`src/hdl/rbs_consts.svh`:
```
// Constants for the reset and boot selection block
`ifndef RBS_CONSTS_SVH
`define RBS_CONSTS_SVH
`define RBS_PC_START        16'h0000
`define RBS_SEQ_CYCLES      4'h8
`define RBS_SRC_POWER_ON    3'h0
`define RBS_SRC_HW_PIN      3'h1
`define RBS_SRC_WATCHDOG    3'h2
`define RBS_SRC_WAKEUP      3'h3
`define RBS_SRC_BROWNOUT    3'h4
`define RBS_SRC_NONE        3'h7
`define RBS_BOOT_RESET_VAL  3'h0
`define RBS_PIN_SYNC_IDLE   2'h2
`endif

```
`src/hdl/rbs_pkg.sv`:
```
// Types shared by the reset and boot selection block
package rbs_pkg;
    typedef enum logic [2:0] {
        RBS_BOOT_USER       = 3'b000,
        RBS_BOOT_LOADER     = 3'b001,
        RBS_BOOT_DEBUG      = 3'b010,
        RBS_BOOT_USER_JTAG  = 3'b011,
        RBS_BOOT_INVALID    = 3'b111
    } rbs_boot_t;
    typedef enum logic [1:0] {
        RBS_LDR_UART = 2'b00,
        RBS_LDR_LIN  = 2'b01,
        RBS_LDR_ALT  = 2'b10
    } rbs_loader_t;
    typedef enum logic [1:0] {
        RBS_ST_RUN    = 2'b00,
        RBS_ST_RESET  = 2'b01,
        RBS_ST_LATCH  = 2'b10
    } rbs_state_t;
endpackage

```
`src/hdl/rbs_sync.sv`:
```
// Two-stage synchroniser for a bus of asynchronous pin levels
`timescale 1ns/100ps
`default_nettype none
module rbs_sync #(
    parameter int               WIDTH   = 1,
    parameter logic [WIDTH-1:0] RST_VAL = '0
) (
    // Clock and reset
    input  wire logic             ref_clk,
    input  wire logic             resetn,
    input  wire logic             clk_en,
    // Levels
    input  wire logic [WIDTH-1:0] async_in,
    output logic      [WIDTH-1:0] sync_out
);
    logic [WIDTH-1:0] meta_r;

    // First stage is read only by the second
    always_ff @(posedge ref_clk or negedge resetn) begin
        if (!resetn) begin
            // Idle level, so no false request follows reset
            meta_r   <= RST_VAL;
            sync_out <= RST_VAL;
        end else if (clk_en) begin
            meta_r   <= async_in;
            sync_out <= meta_r;
        end
    end
endmodule
`default_nettype wire

```
`src/hdl/rbs_top.sv`:
```
// Reset sequencer and boot option latch
`timescale 1ns/100ps
`default_nettype none
`include "rbs_consts.svh"
module rbs_top (
    // Clock, reset, enable
    input  wire logic               ref_clk,
    input  wire logic               resetn,
    input  wire logic               clk_en,
    // Reset source requests (pins asynchronous, rest from logic)
    input  wire logic               por_req,
    input  wire logic               hw_reset_pin_n,
    input  wire logic               watchdog_timer_req,
    input  wire logic               wakeup_req,
    input  wire logic               brownout_req,
    input  wire logic               power_down_active,
    // Strap pins
    input  wire logic               boot_mode_select_pin,
    input  wire logic               jtag_tms_pin,
    input  wire logic               boot_option_pin,
    input  wire logic               test_mode_pin,
    input  wire logic               default_pins_sel,
    // Flash conditions
    input  wire logic               password_valid,
    input  wire logic               first_byte_zero,
    input  wire logic               alternate_loader_password,
    input  wire logic               lin_variant,
    // Reset outputs
    output logic                    core_reset_n,
    output logic                    ram_invalid,
    output logic                    voltage_regulator_on,
    // Boot result
    output rbs_pkg::rbs_boot_t      boot_mode,
    output rbs_pkg::rbs_loader_t    loader_kind,
    output logic [15:0]             pc_start,
    output logic [2:0]              reset_source
);
    import rbs_pkg::*;

    logic [1:0] pin_sync;
    logic [3:0] strap_sync;
    logic       hw_req;
    logic [2:0] src_nxt;
    logic       any_req;
    logic [3:0] seq_cnt_r;
    rbs_state_t state_r;
    logic [2:0] pend_src_r;
    logic       rebind_r;

    // Pins cross into the clock domain before any decoding
    rbs_sync #(.WIDTH(2), .RST_VAL(`RBS_PIN_SYNC_IDLE)) u_pin_sync (
        .ref_clk  (ref_clk),
        .resetn   (resetn),
        .clk_en   (clk_en),
        .async_in ({hw_reset_pin_n, test_mode_pin}),
        .sync_out (pin_sync)
    );
    rbs_sync #(.WIDTH(4)) u_strap_sync (
        .ref_clk  (ref_clk),
        .resetn   (resetn),
        .clk_en   (clk_en),
        .async_in ({boot_mode_select_pin, jtag_tms_pin, boot_option_pin,
                    default_pins_sel}),
        .sync_out (strap_sync)
    );

    // Strap decode; option pin ignored when TMS is low
    function automatic rbs_boot_t decode_straps(input logic [2:0] s);
        case (s[2:1])
            2'b10:   decode_straps = RBS_BOOT_USER;
            2'b00:   decode_straps = RBS_BOOT_LOADER;
            2'b01:   decode_straps = s[0] ? RBS_BOOT_INVALID : RBS_BOOT_DEBUG;
            2'b11:   decode_straps = s[0] ? RBS_BOOT_INVALID : RBS_BOOT_USER_JTAG;
            default: decode_straps = RBS_BOOT_INVALID;
        endcase
    endfunction

    // Pin reset counts in run and in power-down alike
    assign hw_req = ~pin_sync[1];

    // Source priority: power-on, brownout, pin, watchdog, wake-up
    always_comb begin
        src_nxt = `RBS_SRC_NONE;
        if (por_req)
            src_nxt = `RBS_SRC_POWER_ON;
        else if (brownout_req)
            src_nxt = `RBS_SRC_BROWNOUT;
        else if (hw_req)
            src_nxt = `RBS_SRC_HW_PIN;
        else if (watchdog_timer_req)
            src_nxt = `RBS_SRC_WATCHDOG;
        else if (wakeup_req && power_down_active)
            src_nxt = `RBS_SRC_WAKEUP;
    end
    assign any_req = (src_nxt != `RBS_SRC_NONE);

    // Sequencer: a new request restarts the count so the longest source wins
    always_ff @(posedge ref_clk or negedge resetn) begin
        if (!resetn) begin
            state_r   <= RBS_ST_RESET;
            seq_cnt_r <= 4'h0;
        end else if (clk_en) begin
            case (state_r)
                RBS_ST_RUN: begin
                    if (any_req) begin
                        state_r   <= RBS_ST_RESET;
                        seq_cnt_r <= 4'h0;
                    end
                end
                RBS_ST_RESET: begin
                    if (any_req)
                        seq_cnt_r <= 4'h0;
                    else if (seq_cnt_r == `RBS_SEQ_CYCLES - 4'h1)
                        state_r <= RBS_ST_LATCH;
                    else
                        seq_cnt_r <= seq_cnt_r + 4'h1;
                end
                RBS_ST_LATCH: begin
                    state_r <= any_req ? RBS_ST_RESET : RBS_ST_RUN;
                    seq_cnt_r <= 4'h0;
                end
                default: state_r <= RBS_ST_RESET;
            endcase
        end
    end

    // Remember source; an asynchronous reset counts as power-on
    always_ff @(posedge ref_clk or negedge resetn) begin
        if (!resetn) begin
            pend_src_r <= `RBS_SRC_POWER_ON;
            rebind_r   <= 1'b1;
        end else if (clk_en) begin
            if (any_req && (state_r != RBS_ST_RESET || src_nxt <= pend_src_r ||
                            !rebind_r)) begin
                pend_src_r <= src_nxt;
                if (src_nxt == `RBS_SRC_POWER_ON || src_nxt == `RBS_SRC_HW_PIN ||
                    src_nxt == `RBS_SRC_BROWNOUT)
                    rebind_r <= 1'b1;
                else if (state_r != RBS_ST_RESET)
                    rebind_r <= 1'b0;
            end
        end
    end

    // Core held in reset during the sequence and latch cycle
    always_ff @(posedge ref_clk or negedge resetn) begin
        if (!resetn) begin
            core_reset_n <= 1'b0;
            reset_source <= `RBS_SRC_NONE;
        end else if (clk_en) begin
            core_reset_n <= (state_r == RBS_ST_LATCH || state_r == RBS_ST_RUN) && !any_req;
            if (state_r == RBS_ST_LATCH)
                reset_source <= pend_src_r;
        end
    end

    // RAM trust and regulator follow the source
    always_ff @(posedge ref_clk or negedge resetn) begin
        if (!resetn) begin
            ram_invalid          <= 1'b1;
            voltage_regulator_on <= 1'b1;
        end else if (clk_en) begin
            if (any_req) begin
                if (src_nxt == `RBS_SRC_POWER_ON || src_nxt == `RBS_SRC_BROWNOUT)
                    ram_invalid <= 1'b1;
                if (src_nxt == `RBS_SRC_WAKEUP || src_nxt == `RBS_SRC_POWER_ON ||
                    src_nxt == `RBS_SRC_BROWNOUT)
                    voltage_regulator_on <= 1'b1;
                else if (power_down_active && src_nxt == `RBS_SRC_NONE)
                    voltage_regulator_on <= voltage_regulator_on;
            end else if (power_down_active) begin
                voltage_regulator_on <= 1'b0;
            end else if (state_r == RBS_ST_RUN) begin
                ram_invalid <= 1'b0; // Software now owns RAM contents
            end
        end
    end

    // Boot latch: only at sequence end after a binding source
    always_ff @(posedge ref_clk or negedge resetn) begin
        if (!resetn) begin
            boot_mode   <= rbs_boot_t'(`RBS_BOOT_RESET_VAL);
            loader_kind <= RBS_LDR_UART;
            pc_start    <= `RBS_PC_START;
        end else if (clk_en) begin
            if (state_r == RBS_ST_LATCH && rebind_r && !any_req) begin
                pc_start <= `RBS_PC_START;
                // Test-mode high or alternate pin set voids the strap choice
                if (!strap_sync[0] || pin_sync[0])
                    boot_mode <= RBS_BOOT_USER;
                else if (decode_straps(strap_sync[3:1]) == RBS_BOOT_USER &&
                         !password_valid && first_byte_zero)
                    boot_mode <= RBS_BOOT_LOADER;
                else
                    boot_mode <= decode_straps(strap_sync[3:1]);
                if (lin_variant)
                    loader_kind <= RBS_LDR_LIN;
                else if (alternate_loader_password)
                    loader_kind <= RBS_LDR_ALT;
                else
                    loader_kind <= RBS_LDR_UART;
            end
        end
    end

    // Boot choice only moves when a binding sequence ends
    property p_boot_stable;
        @(posedge ref_clk) disable iff (!resetn)
        (clk_en && !(state_r == RBS_ST_LATCH && rebind_r)) |=> $stable(boot_mode);
    endproperty
    a_boot_stable: assert property (p_boot_stable) else $error("boot moved");

    property p_lin_wins;
        @(posedge ref_clk) disable iff (!resetn)
        (clk_en && state_r == RBS_ST_LATCH && rebind_r && !any_req && lin_variant)
        |=> loader_kind == RBS_LDR_LIN;
    endproperty
    a_lin_wins: assert property (p_lin_wins) else $error("LIN loader lost");

    property p_hold_reset;
        @(posedge ref_clk) disable iff (!resetn)
        (clk_en && any_req) |=> !core_reset_n;
    endproperty
    a_hold_reset: assert property (p_hold_reset) else $error("core not reset");

    property p_pin_reset;
        @(posedge ref_clk) disable iff (!resetn)
        (clk_en && hw_req && !por_req && !brownout_req) |=> pend_src_r == `RBS_SRC_HW_PIN;
    endproperty
    a_pin_reset: assert property (p_pin_reset) else $error("pin reset lost");

    property p_wdt_reset;
        @(posedge ref_clk) disable iff (!resetn)
        (clk_en && src_nxt == `RBS_SRC_WATCHDOG) |=> state_r == RBS_ST_RESET;
    endproperty
    a_wdt_reset: assert property (p_wdt_reset) else $error("watchdog ignored");

    property p_ram_bad;
        @(posedge ref_clk) disable iff (!resetn)
        (clk_en && (src_nxt == `RBS_SRC_POWER_ON || src_nxt == `RBS_SRC_BROWNOUT))
        |=> ram_invalid;
    endproperty
    a_ram_bad: assert property (p_ram_bad) else $error("RAM still trusted");

    property p_vreg_on;
        @(posedge ref_clk) disable iff (!resetn)
        (clk_en && src_nxt == `RBS_SRC_WAKEUP) |=> voltage_regulator_on;
    endproperty
    a_vreg_on: assert property (p_vreg_on) else $error("regulator off");

    property p_pc_zero;
        @(posedge ref_clk) disable iff (!resetn)
        1'b1 |-> pc_start == `RBS_PC_START;
    endproperty
    a_pc_zero: assert property (p_pc_zero) else $error("bad start address");
endmodule
`default_nettype wire

```
`config.mk`:
```
export PLATFORM = sky130hd
export DESIGN_NAME = rbs_top
export DESIGN_NICKNAME = d
export VERILOG_FILES = /design/src/hdl/rbs_pkg.sv /design/src/hdl/rbs_sync.sv /design/src/hdl/rbs_top.sv
export VERILOG_INCLUDE_DIRS = /design/src /design/src/hdl
export SDC_FILE = /design/constraint.sdc
export NUM_CORES = 1
export LEC_CHECK = 0
export BUFFER_PORTS_ARGS = -buffer_cell sky130_fd_sc_hd__buf_2
export CAP_MARGIN = 20
export CORE_AREA = 2 2 69 71
export CTS_CLUSTER_SIZE = 12
export DETAILED_ROUTE_END_ITERATION = 7
export DIE_AREA = 0 0 71 73
export GPL_TIMING_DRIVEN = 1
export PLACE_DENSITY = 0.66
export SETUP_SLACK_MARGIN = 0.2
export SYNTH_ARGS = -nofsm -noshare
export SYNTH_HDL_FRONTEND = slang
export SYNTH_SLANG_ARGS = --single-unit
export TNS_END_PERCENT = 20
```
`constraint.sdc`:
```
create_clock -name ref_clk -period 2.7 [get_ports ref_clk]
set_clock_uncertainty 0.15 [all_clocks]
set_input_delay 0.54 -clock ref_clk [delete_from_list [all_inputs] [get_ports ref_clk]]
set_output_delay 0.54 -clock ref_clk [all_outputs]
set_load 0.1 [all_outputs]
```
Word level (Yosys, flattened, before mapping)
Cells that the tools add are included.
Operators by class
  add/sub/neg operators: 1
  order comparisons: 1
  eq/ne operators: 18
  mux-type cells: 33
  reductions and logical operators: 36
Operators by type and width (count)
  3-bit 2-to-1 mux: 12
  4-bit 2-to-1 mux: 3
  3-bit case mux with 4 select lines: 1
  4-bit case mux with 3 select lines: 1
  4-bit AND reduction: 3
  1-bit 2-to-1 mux: 10
  2-bit 2-to-1 mux: 5
  1-bit logical OR: 9
  2-bit by 1-bit inequality test with 1-bit output, second input constant: 4
  1-bit logical AND: 7
  2-bit equality test, second input constant: 3
  3-bit zero test: 2
  2-bit inequality test, second input constant: 3
  3-bit inequality test, second input constant: 2
  2-bit case mux with 3 select lines: 1
  2-bit AND reduction: 3
  3-bit AND reduction: 2
  2-bit nonzero test: 3
  4-bit by 1-bit adder with 4-bit output, second input constant: 1
  2-bit by 1-bit equality test with 1-bit output, second input constant: 2
  4-bit by 3-bit equality test with 1-bit output, second input constant: 1
  1-bit zero test: 4
  2-bit zero test: 2
  3-bit by 1-bit equality test with 1-bit output, second input constant: 1
  4 further kinds: 4
Storage, ports and cells
  flip-flop bits (word level): 33
  input bits: 18
  output and inout port bits: 27
  word-level logic and storage cells: 103

Logic depth before layout (Yosys ltp)
  depth after elaboration: 16
  mapped depth: 10
  gate-level depth less buffers: 9

Cells and area by module
From an unflattened synthesis, not the netlist that was laid out.
Second synthesis, totals
  cells, all modules: 162
  area total of the unflattened synthesis: 1848.0 um^2
Modules (own cells, without submodules)
  rbs_top: instances 1, cells an instance 137, area an instance 1368.8 um^2, sequential area each 534.3 um^2
  rbs_sync (u_strap_sync): instances 1, cells an instance 17, area an instance 331.6 um^2, sequential area each 200.2 um^2
  rbs_sync (u_pin_sync): instances 1, cells an instance 8, area an instance 147.6 um^2, sequential area each 102.6 um^2

Least setup slack after synthesis
OpenSTA, ideal clock, no wires.
  path kind: in2reg
  from: input port watchdog_timer_req
  to: register pend_src_r[0]
  setup time: 0.125 ns
  arrival: 2.142 ns
  data required time: 2.425 ns
  slack: 0.283 ns
  stages on the path: 9
  path buffers: 1
  cells stage by stage: a211oi_1 inv_1 ha_1 nor2b_1 o21a_1 o2111ai_1 and3_1 buf_6 mux2_4
On the way
  word-level cells in the longest chain between the ends: 9
  elaborated cells between the ends (all ways): 10
  those cells by class: 1 x order compare; 1 x eq/ne; 4 x mux; 4 x reduce/logical
Ends and longest elaborated chain
  from (decl): RTL line rbs_top.sv:13  | input wire logic watchdog_timer_req,
  3-bit 2-to-1 mux (*): RTL line rbs_top.sv:90  | else if (watchdog_timer_req)
  3-bit 2-to-1 mux (*): RTL line rbs_top.sv:88  | else if (hw_req)
  3-bit 2-to-1 mux (*): RTL line rbs_top.sv:86  | else if (brownout_req)
  3-bit 2-to-1 mux (*): RTL line rbs_top.sv:84  | if (por_req)
  3-bit <= comparator: RTL line rbs_top.sv:133  | if (any_req && (state_r != RBS_ST_RESET || src_nxt <= pend_src_r ||
  1-bit logical OR (2 in a row): RTL line rbs_top.sv:133
  1-bit logical AND: RTL line rbs_top.sv:133
  2-bit AND reduction (no line)
  to (signal assigned): RTL line rbs_top.sv:130  | pend_src_r <= `RBS_SRC_POWER_ON;
  to (signal assigned): RTL line rbs_top.sv:135  | pend_src_r <= src_nxt;
  to (decl): RTL line rbs_top.sv:47  | logic [2:0] pend_src_r;
Every way passes the cells marked *; elsewhere a longest branch is shown, timed or not.
A chain may end at the register's enable or synchronous reset.

Worst setup path after layout
  from: register u_pin_sync.sync_out[1]
  to: register pend_src_r[2]
On the way
  word-level cells in the longest chain between the ends: 8
  elaborated cells between the ends (all ways): 9
  those cells by class: 1 x order compare; 1 x eq/ne; 3 x mux; 4 x reduce/logical
Ends and longest elaborated chain
  from (decl): RTL line rbs_sync.sv:14  | output logic [WIDTH-1:0] sync_out
  from (signal assigned): RTL line rbs_sync.sv:26  | sync_out <= meta_r;
  3-bit 2-to-1 mux (*): RTL line rbs_top.sv:88
  3-bit 2-to-1 mux (*): RTL line rbs_top.sv:86
  3-bit 2-to-1 mux (*): RTL line rbs_top.sv:84
  named net src_nxt[1]: RTL line rbs_top.sv:43  | logic [2:0] src_nxt;
  3-bit <= comparator: RTL line rbs_top.sv:133
  1-bit logical OR (2 in a row): RTL line rbs_top.sv:133
  1-bit logical AND (*): RTL line rbs_top.sv:133
  2-bit AND reduction (no line) (*)
Mark *: on every way through the listed nets, which the timed path passes. The rest lies on a longest branch.

==> flow_summary.yaml <==
status:
  outcome: "completed"
sta:
  rsz0062_at_grt: "false"
  fin_crit_sh_pct: 86.7
  clock.fmax_mhz: 427
  slew_headroom_pct: 52.0
  worst_pin_slew_ns: 0.720
  fin_crit_ns: 2.34
  final_max_slew_viol_count: 0
  hold_viol: 0
  setup_viol: 0
  tns_ns: 0
critical_path:
  reg2reg_from: "u_pin_sync.sync_out[1]"
  worst_ep_required_time_ns: 2.71
  crit_start: "u_pin_sync.sync_out[1]"
  cp_max_fo: 5
  r2r-end: "pend_src_r[2]"
  critPathArrivalTime_ns: 2.35
  cp-end-kind: "register"
  r2r_slack_ns: 0.36
  start_kind: "register"
  worst-setup-path-type: "reg2reg"
  ff2ff_path_depth: 8
power_and_ir_drop:
  switching_share_pct: 32.6
  p_sw_mw: 0.422
  p_seq_share_pct: 44.8
  p_int_mw: 0.874
  vdd_ir_drop_max_mv: 0.244
  p_leak_nw: 1.01
  clkPwrFrac_pct: 28.6
  powerDensity_mw_per_mm2: 645
  combPwrFrac_pct: 26.6
synthesis:
  ys_dominant_reg_cell: "dfrtp_1"
  synthesis.area_mm2: 0.00179
  synthTopCellsByArea: "dfrtp_1 (34%), dfstp_2 (13%), mux2_2 (12%)"
  syn_area_per_cell_um2: 11.2
  netlist.top_cell.by_area: "dfrtp_1"
  yosysMostFrequentCell: "dfrtp_1"
  synth-seq-cells: 33
  ys_seq_area_share_pct: 46.8
  synth_warnings: 0
  syn_inst: 160
  synth_edf_count: 0
  yosys-top-cells-count: "dfrtp_1 (24), mux2_2 (19), buf_4 (17)"
  yosys.area.top_type_share_pct: 33.6
  synth_cell_types: 42
  synth-async-reset-ratio_pct: 100
cts:
  cts_buffer_depth: 2
  h-tree-depth: 2
  cts.clk_slew.worst_paths_ns: 0.06
  cts_root_buf: "clkbuf_8"
  cts_hold_buf: 0
  cts_buffers: 5
  postCtsSetupRepairBufs: 0
  insertion_delay_ns: 0.28
  ctsResizeCount: 0
  tritoncts: "done"
  clkSinkCount: 33
die:
  dieArea_mm2: 0.00518
  die_y_um: 73
  num_rows: 25
  dieWidth_um: 71
  start_util_pct: 39.4
  io_pins: 45
  core_area_mm2: 0.00454
layout:
  nNetsFinal: 218
  syn_to_final_growth_pct: 12.5
  seqCellArea_um2: 837
  drive_gt1_share_pct: 37.8
  fillerInstances: 458
  multi_input_area_um2: 810
  instances_no_fill: 247
  diodes: 0
grt:
  grt_max_degree: 34
  grt.total_usage_pct: 12.3
  grt_pass1_vias: 1119
  grt_pass1_wl_um: 4900
  overflow: 0
  antenna_found_initial: 0
routing:
  drt_pass1_iterations: 3
  vias: 1168
  finalWirelength_um: 2840
  drc: 0
  viasPerCell: 4.73
  antenna_left: 0
  wl_per_cell_um: 11.5
  drt-initial-drc-count: 42
place:
  hpwlAfterDp_um: 2130
  place_inst: 239
  portBuffers: 28
  place.gp.congestion: 0.745
flow_run:
  max-cap-violations: 0
hold_path:
  min_path_type: "in2async"
stage by stage:
stage / area, um2 / hold slack [ns] / util (%) / total power, mW / setup slack, ns
2_1_floorplan: 1840 / 0.0944 / - / 0.908 / 0.283
3_3_place_gp: 1920 / 0.319 / 42.4 / 0.935 / 0.178
3_5_place_dp: 1920 / 0.322 / 42.4 / 0.938 / 0.191
4_1_cts: 2010 / 0.186 / 44.4 / 1.32 / 0.362
5_1_grt: 2010 / 0.228 / 44.4 / 1.37 / 0.232
6_report: 2010 / 0.168 / 44.4 / 1.30 / 0.360
worst max path at each step:
stage | depth (start not counted) | end
after detailed placement | 10 | pend_src_r[2]
after global placement | 10 | pend_src_r[0]
final | 8 | pend_src_r[2]
after global routing | 8 | pend_src_r[2]
after CTS | 8 | pend_src_r[2]
after floorplan | 9 | pend_src_r[0]
power groups by stage:
stage	Combinational, mW	Sequential [mW]	Clock [mW]
3_5_place_dp	0.347	0.590	0
3_3_place_gp	0.345	0.589	0
5_1_grt	0.377	0.588	0.405
6_report	0.345	0.581	0.371
4_1_cts	0.349	0.582	0.387
2_1_floorplan	0.290	0.617	0
final cells by class:
class                   count  area share (%)
well taps                  54            3.36
multi-input cells         109            40.2
clock buffers               8            4.48
inverters                  12            2.24
repair buffers             31            8.08
flip-flops and latches     33            41.6
critical path, stage by stage, from the launching register on:
cell	delay, ns
dfstp_2	0.58
nand2_1	0.08
inv_1	0.10
ha_1	0.25
nor2b_1	0.13
o21a_1	0.16
o2111ai_1	0.15
and3_1	0.31
mux2_4	0.32
sequential cells by signal, summed over array words and instances, names as in the netlist, 3 cells and up:
signal                 cells
boot_mode                  3
pend_src_r                 3
reset_source               3
seq_cnt_r                  4
u_strap_sync.meta_r        4
u_strap_sync.sync_out      4
layer usage:
metal	up-vias	global-route usage (%)	share of wire, %
li1	588	-	-
met1	551	15.2	46
met2	27	19.7	49
met3	2	3.87	4.8
met4	0	5.66	0.39
met5	-	0	0
layout by cell type, fill, tap and decap left out, types with 3 or more instances in the layout:
master,instances
conb_1,16
nor2_1,5
buf_4,3
clkbuf_8,6
mux2_2,19
dfrtp_1,24
nand3_1,7
inv_1,12
buf_2,28
and3_1,3
dfstp_2,9
nor2b_1,4
o21ai_0,7
nand2_1,8
ha_1,8
logic make-up (layout without fill, tap and decap cells):
family | count (synthesis) | in the layout | share of synthesized area, %
AND/OR/NAND/NOR | 40 | 40 | 13.2
multiplexers | 23 | 23 | 14.8
AO/OA/AOI/OAI | 22 | 22 | 8.40
buffers and inverters | 33 | 51 | 11.1
flip-flops | 33 | 33 | 46.8
adder cells (fa/ha/maj) | 8 | 8 | 5.60
other | 1 | 16 | 0.210
Power figures use the tool's default switching activity.
